==> src/pso_pkg.sv <==
// pso_pkg: constants and types for the programmable driver-output selector.
// assumes one 40 MHz clock and register access from the serial host core.
package pso_pkg;

    // ----------------------------------------------------------------
    // sizes and offsets
    // ----------------------------------------------------------------
    localparam int          PSO_NUM_OUT   = 10;
    localparam int          PSO_NUM_CP    = 6;
    localparam logic [7:0]  PSO_CFG_OFFSET [PSO_NUM_OUT] = '{
        8'h07, 8'h0F, 8'h17, 8'h1F, 8'h27, 8'h2F, 8'h37, 8'h3F, 8'h47, 8'h4F
    };
    localparam logic [6:0]  PSO_CFG_RESET = 7'h00;
    localparam logic [7:0]  PSO_RD_UNMAPPED = 8'h00;

    // ----------------------------------------------------------------
    // field positions
    // ----------------------------------------------------------------
    localparam int          PSO_SRC_MSB   = 6;
    localparam int          PSO_SRC_LSB   = 4;
    localparam int          PSO_PU_MSB    = 3;
    localparam int          PSO_PU_LSB    = 0;

    localparam logic [2:0]  PSO_SRC_OFF   = 3'h0;
    localparam logic [2:0]  PSO_SRC_SEQ   = 3'h1;
    localparam logic [2:0]  PSO_SRC_LOW   = 3'h2;
    localparam logic [2:0]  PSO_SRC_HIGH  = 3'h3;

    localparam logic [2:0]  PSO_PU_NONE   = 3'h0;
    localparam logic [2:0]  PSO_PU_CP     = 3'h1;
    localparam logic [2:0]  PSO_PU_RAIL1  = 3'h2;
    localparam logic [2:0]  PSO_PU_RAIL2  = 3'h3;
    localparam logic [2:0]  PSO_PU_RAIL3  = 3'h4;
    localparam logic [2:0]  PSO_PU_RAIL4  = 3'h5;
    localparam logic [2:0]  PSO_PU_UNDEF  = 3'h6;
    localparam logic [2:0]  PSO_PU_INT    = 3'h7;

    // ----------------------------------------------------------------
    // internal clock generator timing
    // ----------------------------------------------------------------
    localparam longint      PSO_REF_HZ    = 40000000;
    localparam longint      PSO_INTCLK_HZ = 100000;
    localparam int          PSO_HALF_CYC  = int'(PSO_REF_HZ / (2 * PSO_INTCLK_HZ));
    localparam logic [7:0]  PSO_HALF_LAST = 8'(PSO_HALF_CYC - 1);

    // ----------------------------------------------------------------
    // types
    // ----------------------------------------------------------------
    typedef enum logic [2:0] {
        PSO_RAIL_NONE  = 3'h0,
        PSO_RAIL_CP    = 3'h1,
        PSO_RAIL_ONE   = 3'h2,
        PSO_RAIL_TWO   = 3'h3,
        PSO_RAIL_THREE = 3'h4,
        PSO_RAIL_FOUR  = 3'h5,
        PSO_RAIL_INT   = 3'h7
    } pso_rail_type;

    typedef struct packed {
        logic         level;
        logic         enabled;
        logic         weakPulldown;
        pso_rail_type rail;
        logic         pushPull;
    } pso_drive_type;

endpackage : pso_pkg

==> src/pso_driver_decode.sv <==
// pso_driver_decode: turns one output's configuration into its drive state.
// assumes configuration, engine level and clock are synchronous to ref_clk.
`timescale 1ns/10ps
`default_nettype none
module pso_driver_decode #(
    parameter bit HAS_CP = 1'b1
) (
    input  wire logic               ref_clk,
    input  wire logic               sys_rst,
    input  wire logic [6:0]         cfgValue,
    input  wire logic               seqLevel,
    input  wire logic               intClk,
    output pso_pkg::pso_drive_type  driveState
);

    // ----------------------------------------------------------------
    // source and pull-up decode
    // ----------------------------------------------------------------
    wire logic [2:0] srcSel = cfgValue[pso_pkg::PSO_SRC_MSB:pso_pkg::PSO_SRC_LSB];
    wire logic [2:0] puRail = cfgValue[pso_pkg::PSO_PU_MSB:pso_pkg::PSO_PU_LSB + 1];
    wire logic       puPush = cfgValue[pso_pkg::PSO_PU_LSB];

    wire logic srcClock = srcSel[2];
    wire logic srcOff   = srcSel == pso_pkg::PSO_SRC_OFF;
    wire logic levelNext = srcClock ? intClk :
                           srcSel == pso_pkg::PSO_SRC_SEQ  ? seqLevel :
                           srcSel == pso_pkg::PSO_SRC_HIGH;

    // no pull-up for 000x, undefined 110x, and charge pump where absent
    wire logic railNone = puRail == pso_pkg::PSO_PU_NONE
                       || puRail == pso_pkg::PSO_PU_UNDEF
                       || (puRail == pso_pkg::PSO_PU_CP && !HAS_CP);
    wire logic railCp   = puRail == pso_pkg::PSO_PU_CP && HAS_CP;
    wire pso_pkg::pso_rail_type railNext = railNone ? pso_pkg::PSO_RAIL_NONE :
                                           railCp   ? pso_pkg::PSO_RAIL_CP :
                                           pso_pkg::pso_rail_type'(puRail);

    pso_pkg::pso_drive_type driveNext;
    assign driveNext.level        = srcOff ? 1'b0 : levelNext;
    assign driveNext.enabled      = !srcOff;
    assign driveNext.weakPulldown = srcOff;
    assign driveNext.rail         = railNext;
    assign driveNext.pushPull     = !railNone && !railCp && puPush;

    // ----------------------------------------------------------------
    // registered drive state
    // ----------------------------------------------------------------
    pso_pkg::pso_drive_type driveState_reg;
    always_ff @(posedge ref_clk) begin
        if (sys_rst) begin
            driveState_reg <= '{level: 1'b0, enabled: 1'b0, weakPulldown: 1'b1,
                                rail: pso_pkg::PSO_RAIL_NONE, pushPull: 1'b0};
        end else begin
            driveState_reg <= driveNext;
        end
    end
    assign driveState = driveState_reg;

endmodule : pso_driver_decode
`default_nettype wire

==> src/pso_output_select.sv <==
// pso_output_select: ten configuration registers, clock generator, output drive.
// assumes the serial host core presents single-cycle register strobes.
`timescale 1ns/10ps
`default_nettype none
module pso_output_select (
    input  wire logic                    ref_clk,
    input  wire logic                    sys_rst,
    input  wire logic [7:0]              regAddr,
    input  wire logic [7:0]              regWrData,
    input  wire logic                    regWrEn,
    input  wire logic                    regRdEn,
    output logic      [7:0]              regRdData,
    input  wire logic [9:0]              seqLevel,
    output logic                         intClkOut,
    output pso_pkg::pso_drive_type [9:0] driveState
);

    // ----------------------------------------------------------------
    // address decode
    // ----------------------------------------------------------------
    wire logic [pso_pkg::PSO_NUM_OUT-1:0] addrHit;
    logic [6:0] cfgReg [pso_pkg::PSO_NUM_OUT];
    logic [6:0] rdSel;

    genvar gi;
    generate
        for (gi = 0; gi < pso_pkg::PSO_NUM_OUT; gi++) begin : g_hit
            assign addrHit[gi] = regAddr == pso_pkg::PSO_CFG_OFFSET[gi];
        end
    endgenerate

    always_comb begin
        rdSel = 7'h00;
        for (int i = 0; i < pso_pkg::PSO_NUM_OUT; i++) begin
            rdSel = rdSel | (addrHit[i] ? cfgReg[i] : 7'h00);
        end
    end

    wire logic       anyHit   = |addrHit;
    wire logic [7:0] rdNext   = anyHit ? {1'b0, rdSel} : pso_pkg::PSO_RD_UNMAPPED;

    // ----------------------------------------------------------------
    // configuration registers
    // ----------------------------------------------------------------
    generate
        for (gi = 0; gi < pso_pkg::PSO_NUM_OUT; gi++) begin : g_cfg
            always_ff @(posedge ref_clk) begin
                if (sys_rst) begin
                    cfgReg[gi] <= pso_pkg::PSO_CFG_RESET;
                end else if (regWrEn && addrHit[gi]) begin
                    cfgReg[gi] <= regWrData[6:0];
                end
            end
        end
    endgenerate

    logic [7:0] regRdData_reg;
    always_ff @(posedge ref_clk) begin
        if (sys_rst) begin
            regRdData_reg <= pso_pkg::PSO_RD_UNMAPPED;
        end else if (regRdEn) begin
            regRdData_reg <= rdNext;
        end
    end
    assign regRdData = regRdData_reg;

    // ----------------------------------------------------------------
    // internal 100 kHz clock
    // ----------------------------------------------------------------
    logic [7:0] divCount_reg;
    logic       intClk_reg;
    wire logic  divLast  = divCount_reg == pso_pkg::PSO_HALF_LAST;
    wire logic [7:0] divCount_next = divLast ? 8'h00 : divCount_reg + 8'h01;

    always_ff @(posedge ref_clk) begin
        if (sys_rst) begin
            divCount_reg <= 8'h00;
            intClk_reg   <= 1'b0;
        end else begin
            divCount_reg <= divCount_next;
            intClk_reg   <= intClk_reg ^ divLast;
        end
    end
    assign intClkOut = intClk_reg;

    // ----------------------------------------------------------------
    // per-output drive decode
    // ----------------------------------------------------------------
    generate
        for (gi = 0; gi < pso_pkg::PSO_NUM_OUT; gi++) begin : g_drv
            pso_driver_decode #(
                .HAS_CP (gi < pso_pkg::PSO_NUM_CP)
            ) u_decode (
                .ref_clk    (ref_clk),
                .sys_rst    (sys_rst),
                .cfgValue   (cfgReg[gi]),
                .seqLevel   (seqLevel[gi]),
                .intClk     (intClk_reg),
                .driveState (driveState[gi])
            );
        end
    endgenerate
endmodule : pso_output_select
`default_nettype wire

==> config.mk <==
export PLATFORM = sky130hd
export DESIGN_NAME = pso_output_select
export DESIGN_NICKNAME = d
export VERILOG_FILES = /design/src/pso_pkg.sv /design/src/pso_driver_decode.sv /design/src/pso_output_select.sv
export SDC_FILE = /design/constraint.sdc
export NUM_CORES = 1
export LEC_CHECK = 0
export BUFFER_PORTS_ARGS = -buffer_cell sky130_fd_sc_hd__buf_4
export CORE_UTILIZATION = 50
export DETAILED_ROUTE_END_ITERATION = 8
export PLACE_DENSITY_LB_ADDON = 0.08
export SLEW_MARGIN = 20
export SYNTH_ARGS = -nofsm -noshare
export SYNTH_HDL_FRONTEND = slang
export SYNTH_SLANG_ARGS = --single-unit
==> constraint.sdc <==
create_clock -name ref_clk -period 1.6 [get_ports ref_clk]
set_input_delay 0.24 -clock ref_clk [delete_from_list [all_inputs] [get_ports ref_clk]]
set_output_delay 0.24 -clock ref_clk [all_outputs]
set_load 0.02 [all_outputs]
==> impl_metrics.toml, run 1 <==
[run_status]
status = "finished, final reports clean"

[worst_hold_path]
hold_path_depth = 5
hp-start = "seqLevel[6]"
hold_end = "g_drv[6].u_decode.driveState[6]"
min_path_type = "input pin to flop"

[job]
max_cap_viol_count = 0

[placed_design]
io_buffers = 106
dp_hpwl_um = 11100
placed_cell_area_um2 = 7730
place_congestion = 0.835
dp_cells = 859

[critical_path]
cp_max_fo = 2
worstSetupPathType = "flop to flop"
worstPathRequired_ns = 1.92
cp-end-kind = "flop"
reg2reg_from = "cfgReg[7][2]"
cp-start-kind = "flop"
r2r_end = "regRdData[2]"
r2r_cells = 4
reg2reg_setup_slack_ns = 0.05
crit_arrival_ns = 1.88

[clock_network]
post_cts_buffers = 0
worstSkewPairLatency_ns = 0.43
clkTransAtPathRegs_ns = 0.06
cts_root_buf = "clkbuf_16"
numClockSinks = 156
clk_path_buf_depth = 2
htree_levels = 4
cts_buffers = 17
post_cts_resize_count = 0
cts_hold_buf = 0
cts_tree = "yes"

[synthesis]
synth_xor_area_share_pct = 0.958
syn_area_um2 = 6400
synth_compound_area_share_pct = 8.50
synth.distinct_cells = 54
synth-adder-area-share_pct = 0.196
synthCells = 555
synth_edf_count = 70
yosysWarnings = 0
postSynthAreaPerCell_um2 = 11.5
synth-simple-area-share_pct = 23.1
yosysSeqAreaShare_pct = 59.7
ys_ff_latch = 156
syn_nets = 586
synth-main-ff-cell = "dfxtp_1"
async_reset_ff_share_pct = 0
synth.area.mux_share_pct = 3.75
synth_top_family_by_area = "simple AND/OR/NAND/NOR gates"

[drt]
vias = 4690
antenna_left = 0
drt-pass1-iter-count = 5
wl_per_cell_um = 17.0
first_iter_violations = 379
routed_wirelength_um = 15200
drc_errors = 0
vias_per_cell = 5.25

[grt]
grt_pass1_vias = 4497
grt_max_degree = 63
grt_antenna_before_repair = 0
grt_usage_pct = 24.4
grt_pass1_wl_um = 23600
grt-ovfl-total = 0

[layout]
stdcell_count = 894
area_delta_synth_final_pct = 29.8
mostFrequentLayoutCells = "buf_4, dfxtp_1, and2_1"
final_common_cell = "buf_4"
drive_above_1_share_pct = 31.3
fin_nets = 744
num_antenna_cells = 0
design_area_um2 = 8300

[sta]
finalSetupViolCount = 0
hold_viol = 0
worstMarginPinSlew_ns = 0.533
period_share_pct = 97.2
finalMaxSlewViolations = 0
timing.final.crit_period_ns = 1.55
fin_skew_ns = 0.00786
holdWs_ns = 0.181
maxSlewHeadroom_pct = 64.4
fmax_mhz = 643
rsz0062_at_grt = "false"

[floorplanning]
die_h_um = 115
initial_utilization_pct = 52.2
fp.dieW_um = 115
die_area_um2 = 13300
row_count = 40
core_um2 = 12300
ios = 109

[power]
p_per_area_nw_per_um2 = 1100
power.total_uw = 9110
ir_drop_mv = 0.831
leakage_uw = 0.00337
## cell families after synthesis
logic type / after synthesis
buffers and inverters: 44
xor gates and xnor gates: 7
DFF: 156
other: 1
adders and majority gates: 1
muxes: 15
AOI/OAI and AO/OA: 80
and+or+nand+nor: 251
## through the flow
stage | utilization (%) | setup TNS, ns | setup WS (ns)
after floorplan | - | -1.39 | -0.0893
final | 67.7 | 0 | 0.0451
after CTS | 67.5 | 0 | 0.0148
after detailed placement | 63.0 | -0.962 | -0.0357
after global routing | 67.7 | 0 | 0.0106
after global placement | 63.0 | -0.350 | -0.0356
## power by group
group          total (uW)  internal, uW  switching [uW]
registers            4480          4360             125
logic                 889           409             480
clock network        3740          2200            1540
total                9110          6970            2150
## Yosys cell counts, types with 10 or more instances
library cell | n | area [um2]
nor3_1 | 10 | 50.1
inv_1 | 18 | 67.6
edfxtp_1 | 70 | 2100
buf_2 | 10 | 50.1
o21bai_1 | 10 | 75.1
nand2_1 | 14 | 52.6
a21oi_1 | 22 | 110
nor3b_1 | 22 | 165
dfxtp_1 | 86 | 1720
o21ai_0 | 13 | 65.1
nor2_1 | 59 | 221
nor2b_1 | 28 | 175
and2_1 | 74 | 463
## how the worst max path moves through the flow
stage | from | endpoint | slack, ns | cells after the start
floorplan | regAddr[4] | cfgReg[8][0] | -0.09 | 6
global placement | regAddr[7] | cfgReg[0][3] | -0.04 | 6
detailed placement | regAddr[7] | cfgReg[0][1] | -0.04 | 6
CTS | cfgReg[5][2] | regRdData[2] | 0.01 | 4
global route | cfgReg[1][2] | regRdData[2] | 0.01 | 4
finish | cfgReg[7][2] | regRdData[2] | 0.05 | 4
## critical path, cell delays in order, from the launching register on
cell and delay, ns:
edfxtp_1 0.42, mux4_2 0.54, a221o_1 0.33, nand2_1 0.10, a21oi_2 0.06
## routing by layer
metal	track usage, %	up-vias	part of all wire, %
met2	41.9	139	51
met1	30.3	2267	42
li1	-	2260	-
met5	0	-	0
met4	9.70	0	1.9
met3	4.59	24	4.6
## cell type report
cell class / count / area, um2
fillers: 959 / 3960
flip-flops and latches: 156 / 3820
multi-input cells: 355 / 2370
repair buffers: 164 / 1280
clock buffers: 19 / 454
well taps: 168 / 210
clock inverters: 13 / 97.6
inverters: 19 / 71.3
(Power assumes the default switching activity.)
==> run 2: changes to the inputs <==
--- a/config.mk
+++ b/config.mk
@@ -8,6 +8,7 @@
 export BUFFER_PORTS_ARGS = -buffer_cell sky130_fd_sc_hd__buf_4
 export CORE_UTILIZATION = 50
 export DETAILED_ROUTE_END_ITERATION = 8
+export MAX_ROUTING_LAYER = met4
 export PLACE_DENSITY_LB_ADDON = 0.08
 export SLEW_MARGIN = 20
 export SYNTH_ARGS = -nofsm -noshare
==> impl_metrics.toml, run 2 (synthesized netlist as in run 1, its figures left out) <==
[worst_hold_path]
hp-start = "seqLevel[6]"
min_path_type = "input pin to flop"
hold_end = "g_drv[6].u_decode.driveState[6]"
hold_path_depth = 5

[drt]
vias = 4654
wl_per_cell_um = 17.0
drc_errors = 0
drt-pass1-iter-count = 4
vias_per_cell = 5.21
first_iter_violations = 343
routed_wirelength_um = 15200
antenna_left = 0

[clock_network]
cts_tree = "yes"
clkTransAtPathRegs_ns = 0.06
cts_buffers = 17
cts_root_buf = "clkbuf_16"
worstSkewPairLatency_ns = 0.43
numClockSinks = 156
cts_hold_buf = 0
clk_path_buf_depth = 2
htree_levels = 4

[layout]
design_area_um2 = 8300
final-seq-area_um2 = 3820
final_common_cell = "buf_4"
area_delta_synth_final_pct = 29.8
multi_input_area_um2 = 2370
drive_above_1_share_pct = 31.3
fin_util_pct = 67.7
fin_nets = 744
num_antenna_cells = 0
mostFrequentLayoutCells = "buf_4, dfxtp_1, and2_1"
fill_cells = 959

[floorplanning]
row_count = 40
ios = 109
die_h_um = 115
die_area_um2 = 13300
core_um2 = 12300
fp.dieW_um = 115
initial_utilization_pct = 52.2

[sta]
maxSlewHeadroom_pct = 65.8
worstMarginPinSlew_ns = 0.514
finalMaxSlewViolations = 0
period_share_pct = 96.3
rsz0062_at_grt = "false"
setup_slack_ns = 0.0586
fmax_mhz = 649
holdWs_ns = 0.178
timing.final.crit_period_ns = 1.54
finalSetupViolCount = 0
fin_skew_ns = 0.00784
hold_viol = 0

[power]
seqPwrFrac_pct = 49.2
power.total_uw = 9120
p_clk_share_pct = 41.1
p_per_area_nw_per_um2 = 1100
power_switching_uw = 2160
netSwitchingFraction_pct = 23.6
combinationalPowerShare_pct = 9.7
ir_drop_mv = 0.838
leakage_uw = 0.00337
intPower_uw = 6970

[critical_path]
worstPathRequired_ns = 1.92
cp-start-kind = "flop"
reg2reg_setup_slack_ns = 0.06
crit_arrival_ns = 1.86
cp-end-kind = "flop"
cp-startpoint = "cfgReg[7][2]"
cp_max_fo = 2
r2r_end = "regRdData[2]"
reg2reg_from = "cfgReg[7][2]"
worstSetupPathType = "flop to flop"
r2r_cells = 4

[placed_design]
pre_cts_ws_ns = -0.0357
dp_hpwl_um = 11100
placed_cell_area_um2 = 7730
io_buffers = 106
place_congestion = 0.848

[grt]
grt_usage_pct = 25.1
grt-ovfl-total = 0
grt_pass1_wl_um = 23600
grt_pass1_vias = 4495
grt_max_degree = 63
grt_antenna_before_repair = 0

[run_status]
status = "finished, final reports clean"

[job]
max_cap_viol_count = 0
-- run 2: worst max-delay path by stage --
stage,end,slack [ns],cells after the start
after global placement,cfgReg[0][3],-0.04,6
after global routing,regRdData[2],0.01,4
final,regRdData[2],0.06,4
after CTS,regRdData[2],0.01,4
after detailed placement,cfgReg[0][1],-0.04,6
after floorplan,cfgReg[8][0],-0.09,6
-- run 2: layer usage --
layer	part of all wire, %	global-route usage (%)
met5	0	-
met4	1.3	9.70
met3	4.4	4.48
met2	52	41.9
met1	42	30.4
-- run 2: cell type report --
type / count / area share, %
Clock buffer: 19 / 5.47
Clock inverter: 13 / 1.18
Inverter: 19 / 0.859
Multi-Input combinational cell: 355 / 28.5
Sequential cell: 156 / 46.0
Tap cell: 168 / 2.53
Timing Repair Buffer: 164 / 15.4
-- run 2: per-stage QoR --
step	instances	setup TNS, ns
2_1_floorplan	555	-1.39
4_1_cts	891	0
6_report	894	0
3_5_place_dp	859	-0.962
3_3_place_gp	859	-0.350
5_1_grt	894	0
-- run 2: worst max-delay path, cell delays in order (launching register included) --
cell and delay (ns):
edfxtp_1 0.42, mux4_2 0.53, a221o_1 0.33, nand2_1 0.09, a21oi_2 0.06
-- run 2: repair_timing --
item | in CTS | in global routing
setup endpoints to repair | 0 | 1
gates resized for setup | 0 | 0
buffers inserted | 0 | 3
-- run 2: power groups by stage --
stage	combinational (uW)	clock (uW)	sequential, uW
6_report	888	3750	4480
5_1_grt	955	3940	4510
4_1_cts	886	3770	4490
3_5_place_dp	880	0	4570
3_3_place_gp	864	0	4560
2_1_floorplan	360	0	4650
